==> src/rtl/sqp_pkg.sv <==
// Constants and carrier types for the switch queue and priority globals block
package sqp_pkg;

  // Register byte addresses; register data sits in the low byte of the word, except the free block count in bits 26:16
  localparam int                    SQP_ADDR_W            = 14;
  localparam logic [SQP_ADDR_W-1:0] SQP_ADDR_PTP_NONEVENT = 14'h037D;
  localparam logic [SQP_ADDR_W-1:0] SQP_ADDR_QUEUE_CTRL   = 14'h0390;
  localparam logic [SQP_ADDR_W-1:0] SQP_ADDR_FREE_BLOCKS  = 14'h03AC;

  // Non-event priority register fields
  localparam int          SQP_NE_OVR_BIT   = 7;
  localparam int          SQP_NE_PRIO_LSB  = 0;
  localparam int          SQP_NE_PRIO_W    = 4;
  localparam logic        SQP_NE_OVR_RST   = 1'b0;
  localparam logic [3:0]  SQP_NE_PRIO_RST  = 4'hF;

  // Queue management control fields
  localparam int          SQP_MAP_LSB      = 6;
  localparam int          SQP_RSVD_HI_LSB  = 2;
  localparam int          SQP_DISCARD_BIT  = 1;
  localparam int          SQP_RSVD_LO_BIT  = 0;
  localparam logic [1:0]  SQP_MAP_RST      = 2'h2;
  localparam logic [3:0]  SQP_RSVD_HI_RST  = 4'h0;
  localparam logic        SQP_DISCARD_RST  = 1'b1;
  localparam logic        SQP_RSVD_LO_RST  = 1'b0;

  // Two-queue mapping codes
  localparam logic [1:0]  SQP_MAP_THREE_LOW = 2'h0;
  localparam logic [1:0]  SQP_MAP_UNUSED    = 2'h1;
  localparam logic [1:0]  SQP_MAP_TWO_LOW   = 2'h2;
  localparam logic [1:0]  SQP_MAP_ONE_LOW   = 2'h3;

  // Free block counter
  localparam int          SQP_FREE_LSB     = 16;
  localparam int          SQP_FREE_W       = 11;
  localparam logic [10:0] SQP_FREE_RST     = 11'h7E8;

  localparam int          SQP_PORTS        = 7;

  typedef struct packed {
    logic                    override;
    logic [SQP_NE_PRIO_W-1:0] prio;
  } sqp_nonevent_type;

  typedef struct packed {
    logic [1:0] two_queue_priority_map;
    logic [3:0] rsvd_hi;
    logic       discard;
    logic       rsvd_lo;
  } sqp_qctrl_type;

  typedef struct packed {
    logic [SQP_ADDR_W-1:0] addr;
    logic [31:0]           wdata;
    logic                  wr;
    logic                  rd;
  } sqp_bus_type;

  typedef struct packed {
    sqp_nonevent_type        nonevent;
    sqp_qctrl_type           qctrl;
    logic [SQP_FREE_W-1:0]   free_block_count;
    logic [31:0]             rdata;
    logic [3:0]              prio;
    logic [1:0]              queue;
    logic [SQP_PORTS-1:0]    fwd_map;
    logic                    drop;
  } sqp_state_type;

endpackage

==> src/rtl/sqp_queue_map.sv <==
// Collapse of a regenerated 2-bit priority onto the low and high queues
`timescale 1ns/1ps
`default_nettype none

module sqp_queue_map
  import sqp_pkg::*;
(
  input  wire logic [1:0] map_code_i,  // Two-queue mapping code
  input  wire logic [1:0] regen_prio_i, // Regenerated priority
  output logic            high_o        // 1 = high queue
);

  always_comb begin
    unique case (map_code_i)
      SQP_MAP_THREE_LOW: high_o = (regen_prio_i == 2'h3);
      SQP_MAP_ONE_LOW:   high_o = (regen_prio_i != 2'h0);
      // Unused code falls back to the even split
      default:           high_o = regen_prio_i[1];
    endcase
  end

endmodule

`default_nettype wire

==> src/rtl/sqp_globals.sv <==
// Global queue, priority and packet memory registers of the switch core
//
// What this block does
// - With the non-event override clear, non-event time messages keep their QoS priority.
// - With the override set, every non-event time message takes the configured priority.
// - The forced priority is a 4-bit read-write field in bits 3:0, reset to all ones.
// - In two-queue mode a 2-bit map field in bits 7:6, reset to 10, collapses priority.
// - Map code 00 sends priorities 0 to 2 low and 3 high.
// - Map code 10 sends priorities 0 and 1 low and 2 and 3 high.
// - Map code 11 sends only priority 0 low and 1 to 3 high.
// - With the discard bit set, its reset state, frames stay within membership ports.
// - With the discard bit clear, single-destination frames ignore membership.
// - With discard clear and mirroring on, a mirrored single-destination frame drops.
// - An 11-bit read-only field in bits 26:16 shows the free packet memory blocks.
// - The free-block count resets to its maximum, the empty-switch value.
//
// Chosen here: the plain strobed port.
`timescale 1ns/1ps
`default_nettype none

module sqp_globals
  import sqp_pkg::*;
(
  input  wire logic                  clock_i,          // Core clock, 100 MHz
  input  wire logic                  rst_i,            // Synchronous reset, active high
  input  wire logic [SQP_ADDR_W-1:0] addr_i,           // Byte address
  input  wire logic [31:0]           wdata_i,          // Write data
  input  wire logic                  wr_i,             // Write strobe
  input  wire logic                  rd_i,             // Read strobe
  output logic      [31:0]           rdata_o,          // Read data, cycle after read
  input  wire logic                  nonevent_msg_i,   // Frame is a non-event time message
  input  wire logic [3:0]            qos_prio_i,       // Priority from QoS classification
  output logic      [3:0]            queue_prio_o,     // Priority used on queuing
  input  wire logic                  two_queue_sel_i,  // Two-queue configuration selected
  input  wire logic [1:0]            regen_prio_i,     // Regenerated 2-bit priority
  output logic      [1:0]            queue_o,          // Egress queue chosen
  input  wire logic [SQP_PORTS-1:0]  dest_map_i,       // Lookup destination ports
  input  wire logic [SQP_PORTS-1:0]  member_map_i,     // Port membership set
  input  wire logic                  mirror_en_i,      // Mirroring enabled
  input  wire logic                  mirrored_i,       // Frame mirrored to another port
  output logic      [SQP_PORTS-1:0]  fwd_map_o,        // Ports the frame goes to
  output logic                       drop_o,           // Frame dropped
  input  wire logic                  blk_alloc_i,      // One block buffered
  input  wire logic                  blk_release_i,    // One block released
  output logic      [SQP_FREE_W-1:0] free_blocks_o     // Current free blocks
);

  sqp_state_type state_q;
  sqp_state_type state_d;
  sqp_bus_type   bus;
  logic          map_high;
  logic          single_dest;

  assign bus = '{addr: addr_i, wdata: wdata_i, wr: wr_i, rd: rd_i};

  // Exactly one destination bit set
  assign single_dest = (dest_map_i != '0) &&
                       ((dest_map_i & (dest_map_i - SQP_PORTS'(1))) == '0);

  sqp_queue_map u_queue_map (
    .map_code_i   (state_q.qctrl.two_queue_priority_map),
    .regen_prio_i (regen_prio_i),
    .high_o       (map_high)
  );

  always_comb begin
    state_d       = state_q;
    state_d.rdata = 32'h0000_0000;

    // Register writes
    if (bus.wr) begin
      unique case (bus.addr)
        SQP_ADDR_PTP_NONEVENT: begin
          state_d.nonevent.override = bus.wdata[SQP_NE_OVR_BIT];
          state_d.nonevent.prio     =
            bus.wdata[SQP_NE_PRIO_LSB +: SQP_NE_PRIO_W];
        end
        SQP_ADDR_QUEUE_CTRL: begin
          state_d.qctrl.two_queue_priority_map = bus.wdata[SQP_MAP_LSB +: 2];
          state_d.qctrl.rsvd_hi = bus.wdata[SQP_RSVD_HI_LSB +: 4];
          state_d.qctrl.discard = bus.wdata[SQP_DISCARD_BIT];
          state_d.qctrl.rsvd_lo = bus.wdata[SQP_RSVD_LO_BIT];
        end
        // Free-block register is read-only
        default: begin
          state_d.nonevent = state_q.nonevent;
        end
      endcase
    end

    // Register reads, answered in the following cycle only
    if (bus.rd) begin
      unique case (bus.addr)
        SQP_ADDR_PTP_NONEVENT: begin
          state_d.rdata[SQP_NE_OVR_BIT] = state_q.nonevent.override;
          state_d.rdata[SQP_NE_PRIO_LSB +: SQP_NE_PRIO_W] = state_q.nonevent.prio;
        end
        SQP_ADDR_QUEUE_CTRL: begin
          state_d.rdata[SQP_MAP_LSB +: 2]     = state_q.qctrl.two_queue_priority_map;
          state_d.rdata[SQP_RSVD_HI_LSB +: 4] = state_q.qctrl.rsvd_hi;
          state_d.rdata[SQP_DISCARD_BIT]      = state_q.qctrl.discard;
          state_d.rdata[SQP_RSVD_LO_BIT]      = state_q.qctrl.rsvd_lo;
        end
        SQP_ADDR_FREE_BLOCKS: begin
          state_d.rdata[SQP_FREE_LSB +: SQP_FREE_W] = state_q.free_block_count;
        end
        default: begin
          state_d.rdata = 32'h0000_0000;
        end
      endcase
    end

    // Queuing priority for non-event time messages
    if (nonevent_msg_i && state_q.nonevent.override) begin
      state_d.prio = state_q.nonevent.prio;
    end else begin
      state_d.prio = qos_prio_i;
    end

    // Queue selection
    if (two_queue_sel_i) begin
      state_d.queue = {1'b0, map_high};
    end else begin
      state_d.queue = regen_prio_i;
    end

    // Membership filtering of forwarded frames
    state_d.drop = 1'b0;
    if (state_q.qctrl.discard || !single_dest) begin
      state_d.fwd_map = dest_map_i & member_map_i;
    end else if (mirror_en_i && mirrored_i) begin
      state_d.fwd_map = '0;
      state_d.drop    = 1'b1;
    end else begin
      state_d.fwd_map = dest_map_i;
    end

    // Free block accounting, saturating at both ends
    if (blk_alloc_i && !blk_release_i && state_q.free_block_count != '0) begin
      state_d.free_block_count = state_q.free_block_count - SQP_FREE_W'(1);
    end else if (blk_release_i && !blk_alloc_i &&
                 state_q.free_block_count != SQP_FREE_RST) begin
      state_d.free_block_count = state_q.free_block_count + SQP_FREE_W'(1);
    end
  end

  always_ff @(posedge clock_i) begin
    if (rst_i) begin
      state_q.nonevent.override            <= SQP_NE_OVR_RST;
      state_q.nonevent.prio                <= SQP_NE_PRIO_RST;
      state_q.qctrl.two_queue_priority_map <= SQP_MAP_RST;
      state_q.qctrl.rsvd_hi                <= SQP_RSVD_HI_RST;
      state_q.qctrl.discard                <= SQP_DISCARD_RST;
      state_q.qctrl.rsvd_lo                <= SQP_RSVD_LO_RST;
      state_q.free_block_count             <= SQP_FREE_RST;
      state_q.rdata                        <= 32'h0000_0000;
      state_q.prio                         <= 4'h0;
      state_q.queue                        <= 2'h0;
      state_q.fwd_map                      <= '0;
      state_q.drop                         <= 1'b0;
    end else begin
      state_q <= state_d;
    end
  end

  assign rdata_o       = state_q.rdata;
  assign queue_prio_o  = state_q.prio;
  assign queue_o       = state_q.queue;
  assign fwd_map_o     = state_q.fwd_map;
  assign drop_o        = state_q.drop;
  assign free_blocks_o = state_q.free_block_count;

endmodule

`default_nettype wire

==> config.mk <==
export PLATFORM = sky130hd
export DESIGN_NAME = sqp_globals
export DESIGN_NICKNAME = d
export VERILOG_FILES = /design/src/rtl/sqp_pkg.sv /design/src/rtl/sqp_queue_map.sv /design/src/rtl/sqp_globals.sv
export SDC_FILE = /design/constraint.sdc
export NUM_CORES = 1
export LEC_CHECK = 0
export BUFFER_PORTS_ARGS = -buffer_cell sky130_fd_sc_hd__buf_2
export CAP_MARGIN = 10
export CELL_PAD_IN_SITES_DETAIL_PLACEMENT = 0
export CELL_PAD_IN_SITES_GLOBAL_PLACEMENT = 2
export CORE_UTILIZATION = 28
export DETAILED_ROUTE_END_ITERATION = 10
export GPL_TIMING_DRIVEN = 0
export PLACE_DENSITY = 0.9
export SKIP_CTS_REPAIR_TIMING = 1
export SLEW_MARGIN = 5
export SYNTH_ARGS = -nofsm -noshare
export SYNTH_HDL_FRONTEND = slang
export SYNTH_SLANG_ARGS = --single-unit
==> constraint.sdc <==
create_clock -name clock_i -period 6.9 [get_ports clock_i]
set_input_delay 1.035 -clock clock_i [delete_from_list [all_inputs] [get_ports clock_i]]
set_output_delay 1.035 -clock clock_i [all_outputs]
set_load 0.01 [all_outputs]
**Word-level counts from Yosys, hierarchy flattened**

Index checks and enable logic that the tools add are counted.

- $add $sub $neg: 3
- Equality and inequality tests: 6
- Muxes and demuxes: 10
- Bitwise operators: 5
- Reduce and logical (&&, ||, !) cells: 24

Operator list:

| operator | count |
|---|---|
| 14-bit by 10-bit equality test with 1-bit output, second input constant | 3 |
| 11-bit two-way mux | 2 |
| 7-bit AND | 2 |
| 7-bit two-way mux | 2 |
| 11-bit by 1-bit adder with 11-bit output, second input constant | 1 |
| 11-bit != test, second input constant | 1 |
| 11-bit nonzero test | 1 |
| 11-bit by 1-bit subtractor with 11-bit output, second input constant | 1 |
| 4-bit case mux with 2 select lines | 1 |
| 1-bit logical AND | 7 |
| 7-bit zero test | 1 |
| 7-bit nonzero test | 1 |
| 7-bit by 1-bit subtractor with 7-bit output, second input constant | 1 |
| 2-bit OR reduction | 3 |
| 3-bit OR reduction | 2 |
| 2-bit equality test, second input constant | 2 |
| 4-bit two-way mux | 1 |
| 1-bit case mux with 2 select lines | 2 |
| 2-bit AND reduction | 2 |
| 2-bit nonzero test | 2 |
| 1-bit zero test | 3 |
| 1-bit inverter | 3 |
| 2-bit zero test | 1 |
| 1-bit two-way mux | 2 |
| 1-bit logical OR | 1 |

- Bits in registers: 70
- Word-level logic and storage cells: 64

**Longest topological paths before layout**

- Depth in word-level cells: 7
- Mapped depth: 11
- Gate-level depth less buffers: 10

**Hierarchy**

A second synthesis with hierarchy kept.

- Cell total of the unflattened synthesis: 326
- Area, all modules: 2940.3 um2

Modules (own cells, without submodules):

| module | instances | cells each | area an instance (um2) | sequential area each (um2) |
|---|---|---|---|---|
| sqp_globals | 1 | 317 | 2877.8 | 1141.1 |
| sqp_queue_map | 1 | 9 | 62.6 | 0.0 |

**Worst setup path before layout**

OpenSTA, ideal clock, no wires.

- Path kind: input to register
- From: in blk_alloc_i
- To: reg state_q, in the netlist free_blocks_o[7]
- Library setup time: 122 ps
- Arrival: 2960 ps
- Slack: 3818 ps
- Stages: 9
- Path through: inv_1 -> a311o_1 -> inv_1 -> ha_1 -> a21oi_1 -> o211ai_1 -> o21a_1 -> o41a_1 -> a221o_1

- Cells in the longest elaborated chain, start to end: 4
- Elaborated cells on any way between the ends: 7
- Those cells by class: 1 x mux; 6 x reduce/logical

Ends and longest elaborated chain:

| what | line | RTL |
|---|---|---|
| start: declaration | sqp_globals.sv:43 | `input wire logic blk_alloc_i,` |
| 1-bit zero test | sqp_globals.sv:141 | `end else if (blk_release_i && !blk_alloc_i &&` |
| 1-bit logical AND (2 in a row) | sqp_globals.sv:141 |  |
| 2-bit nonzero test (no line) | -- |  |
| end signal: assignment | sqp_globals.sv:162 | `state_q <= state_d;` |
| end: declaration | sqp_globals.sv:48 | `sqp_state_type state_q;` |

Several ways; a longest one is shown, not always the timed one.
A chain may end at the register's enable or synchronous reset.

**Final worst setup path**

- From: in blk_release_i
- To: reg state_q, in the netlist free_blocks_o[10]

- Cells in the longest elaborated chain, start to end: 4
- Elaborated cells on any way between the ends: 7
- Those cells by class: 1 x mux; 6 x reduce/logical

Ends and longest elaborated chain:

| what | line | RTL |
|---|---|---|
| start: declaration | sqp_globals.sv:44 | `input wire logic blk_release_i,` |
| 1-bit zero test | sqp_globals.sv:139 | `if (blk_alloc_i && !blk_release_i && state_q.free_block_count != '0) begin` |
| 1-bit logical AND (2 in a row) | sqp_globals.sv:139 |  |
| 11-bit two-way mux / 2-bit nonzero test (equally long branches) | -- |  |

Several ways; a longest one is shown, not always the timed one.

==> flow_metrics.env <==
export IMPL_nNetsFinal=561
export IMPL_cp_depth=10
export IMPL_ys_types=46
export IMPL_cpMostUsedCell="a21oi_1"
export IMPL_crit_end="free_blocks_o[10]$_SDFFE_PP1P_"
export IMPL_final_cells=614
export IMPL_grt_pass1_vias=2463
export IMPL_reg2regPathDepth=10
export IMPL_dp_hpwl_mm=5.687
export IMPL_critical_path_top_delay_family="compound AO/OA/AOI/OAI gates"
export IMPL_ir_drop_v=0.00008481
export IMPL_critPathMaxFanout=10
export IMPL_crit_required_ns=7.15
export IMPL_final_max_slew_viol_count=0
export IMPL_avgSynthCellArea_sq_um=8.400
export IMPL_layout_min_cycle_time_ns=3.223
export IMPL_crit_path_end_kind="flip-flop"
export IMPL_skew_ns=0.005543
export IMPL_drt_pass1_iter_count=4
export IMPL_max_slew_margin_pct=61.15
export IMPL_drv_cap=0
export IMPL_antenna_cells=0
export IMPL_crit_buf_inv=2
export IMPL_setup_violations=0
export IMPL_tns_ns=0
export IMPL_synth_top_family_by_area="simple AND/OR/NAND/NOR gates"
export IMPL_drt_total_wl_mm=7.415
export IMPL_clock_sinks=57
export IMPL_grt_setup_unrepaired="no"
export IMPL_die_width_um=105.3
export IMPL_die_area_sq_um=11100
export IMPL_antenna_found_initial=0
export IMPL_grt_max_degree=11
export IMPL_place_inst=598
export IMPL_pre_cts_ws_ns=3.348
export IMPL_ys_warn_count=0
export IMPL_yosys_area_share_adder_pct=5.607
export IMPL_path_cells="buf_2 -> a311o_1 -> inv_1 -> ha_1 -> nor2b_1 -> o31ai_1 -> a21oi_1 -> nor3_1 -> a21oi_1 -> a311oi_1"
export IMPL_cts_tree="yes"
export IMPL_via_per_inst=4.414
export IMPL_utilization_pct=37.60
export IMPL_avgRoutedWirePerCell_um=12.08
export IMPL_tightest_slew_ns=0.5828
export IMPL_ios=133
export IMPL_outcome="complete, no violations"
export IMPL_clk_root_buffer_cell="clkbuf_8"
export IMPL_grt_util_met2_pct=21.33
export IMPL_htreeDepth=3
export IMPL_powerDensity_nw_per_um2=220.1
export IMPL_power_leakage_nw=1.827
export IMPL_synth_yosys_seq_area_share_pct=38.16
export IMPL_drt_initial_drc_count=155
export IMPL_drc_errors=0
export IMPL_core_area_sq_um=10320
export IMPL_r2r_slack_ns=3.91
export IMPL_cts_max_path_buffers=2
export IMPL_ant_nets=0
export IMPL_globalplace_congestion=0.7807
export IMPL_hold_violations=0
export IMPL_final_area_sq_um=3881
export IMPL_start_util_pct=28.97
export IMPL_netlist_instances=356
export IMPL_numCtsBuffers=9
export IMPL_area_growth_pct=29.79
export IMPL_fmax_mhz=310.3
export IMPL_synth_simple_area_share_pct=22.80
export IMPL_crit_type="input pin to flip-flop"
export IMPL_r2r_start="free_blocks_o[8]$_SDFFE_PP1P_"
export IMPL_setup_slack_ns=3.677
export IMPL_synth_seq_cells=57
export IMPL_arrival_ns=3.47
export IMPL_clkTransAtPathRegs_ns=0.07
export IMPL_period_share_pct=46.70
export IMPL_portBuffers=94
export IMPL_synthMuxAreaShare_pct=0
export IMPL_async_flop_share_pct=0
export IMPL_grtUsageMet3_pct=4.205
export IMPL_grt_total_usage_pct=13.87
export IMPL_die_height_um=105.3
export IMPL_ys_flop_type="dfxtp_1"
export IMPL_worstReg2RegEnd="free_blocks_o[10]$_SDFFE_PP1P_"
export IMPL_grt_pass1_wl_mm=12.09
export IMPL_worst_path_max_delay_cell="a311o_1"
export IMPL_synth_xor_area_share_pct=0.8787
export IMPL_grt_overflow=0
export IMPL_synth_compound_area_share_pct=15.19
export IMPL_crit_path_start_kind="input pin"
export IMPL_synth_edf_count=0
export IMPL_drive_above_1_share_pct=36.19
export IMPL_syn_cell_area_sq_um=2990
export IMPL_placed_cell_area_sq_um=3676
export IMPL_clk_latency_ns=0.34
export IMPL_min_path_type="flip-flop to flip-flop"
export IMPL_top_usage_layer="met2"
export IMPL_startpoint="blk_release_i"
export IMPL_critical_path_max_stage_delay_ns=0.38
export IMPL_dr_total_vias=2710
export IMPL_met1_usage_pct=17.97
export IMPL_num_rows=37
==> stage by stage <==
step	hold WS, ns	total power (W)
after detailed placement	0.4447	0.0005432
final	0.4520	0.0008541
after global placement	0.4403	0.0005412
after global routing	0.4758	0.0009024
after CTS	0.4556	0.0008653
after floorplan	0.4296	0.0004865
==> flip-flops by register name, summed over array words and instances, names as in the netlist <==
register	flops
rdata_o	19
fwd_map_o	7
state_q	13
queue_prio_o	4
queue_o	2
drop_o	1
free_blocks_o	11
==> power breakdown <==
group / internal (W) / total, W / switching (W) / leakage, nW
Sequential: 0.000343 / 0.000361 / 0.0000182 / 0.464
Combinational: 0.0000861 / 0.000175 / 0.0000884 / 1.25
Clock: 0.000185 / 0.000319 / 0.000134 / 0.109
Total: 0.000614 / 0.000854 / 0.000240 / 1.83
==> worst min path at each step <==
stage                             startpoint                       end  slack, ns  depth (start not counted)
global placement    state_q[62]$_SDFFE_PP0P_  state_q[62]$_SDFFE_PP0P_       0.44                          2
CTS                 state_q[62]$_SDFFE_PP0P_  state_q[62]$_SDFFE_PP0P_       0.46                          2
global route        state_q[57]$_SDFFE_PP0P_  state_q[57]$_SDFFE_PP0P_       0.48                          2
floorplan           state_q[61]$_SDFFE_PP0P_     rdata_o[4]$_SDFF_PP0_       0.43                          1
detailed placement  state_q[62]$_SDFFE_PP0P_     rdata_o[5]$_SDFF_PP0_       0.44                          1
finish              state_q[62]$_SDFFE_PP0P_  state_q[62]$_SDFFE_PP0P_       0.45                          2
==> metal layers <==
| layer | wire, um | vias to the layer above |
|---|---|---|
| met5 | 0 | - |
| met4 | 126 | 0 |
| met3 | 530 | 8 |
| met2 | 3244 | 84 |
| met1 | 3513 | 1207 |
| li1 | - | 1411 |
==> cell usage after synthesis (all sizes together) (2+ instances only) <==
library cell  count  area, sq um
buf              58        439.2
dfxtp            57         1141
nor2             29        108.9
nand2            28        105.1
nand3            28        140.1
a21oi            22        110.1
and2             16        100.1
o21ai            15        75.07
ha               11        137.6
inv              10        37.54
clkbuf            9        35.03
nor3              8        40.04
a22oi             7        52.55
nor4              6        37.54
a211oi            5        42.54
nor2b             5        31.28
nand4             4        25.02
nor3b             4        30.03
o21a              4        30.03
o211ai            3        22.52
and3              2        12.51
nor4b             2        17.52
o311ai            2        35.04
o31ai             2        15.01
xnor2             2        17.52
==> cells by family after synthesis <==
kind of cell	Yosys count
AND/OR/NAND/NOR	136
XOR/XNOR	3
buffers and inverters	78
AO/OA/AOI/OAI	68
adder cells (fa/ha/maj)	13
flip-flops	57
other	1
==> area by class of cell <==
| cell class | count | area (sq um) |
|---|---|---|
| Buffer | 67 | 474.2 |
| Clock buffer | 11 | 151.4 |
| Clock inverter | 5 | 53.80 |
| Fill cell | 1082 | 6442 |
| Inverter | 11 | 41.29 |
| Multi-Input combinational cell | 233 | 1379 |
| Sequential cell | 57 | 1141 |
| Tap cell | 136 | 170.2 |
| Timing Repair Buffer | 94 | 470.5 |
==> placed cells by master, fill, tap and decap left out, types with 2 or more instances in the layout <==
cell type  netlist  final
o211ai_1         3      3
clkinv_2         0      3
o31ai_1          2      2
ha_1            11     11
o21ai_0         15     15
nor2_1          29     29
xnor2_1          2      2
dfxtp_1         57     57
nand2_1         28     28
nand3_1         28     28
a22oi_1          7      7
o21a_1           4      4
a21oi_1         22     22
inv_1           10     10
buf_2            0     94
buf_4           57     57
clkbuf_8         0     11
and3_1           2      2
clkbuf_1         8      8
nor2b_1          5      5
nor3b_1          4      4
nand4_1          4      4
and2_1          16     16
nor4_1           6      6
nor4b_1          2      2
conb_1           1     13
a211oi_1         4      4
nor3_1           8      8
==> worst min-delay path, delay by kind of cell (launching register included) <==
family	cells	cell delay [ns]
flip-flops	1	0.31
AO/OA/AOI/OAI	1	0.05
AND/OR/NAND/NOR	1	0.05
Power figures use the tool's default switching activity.
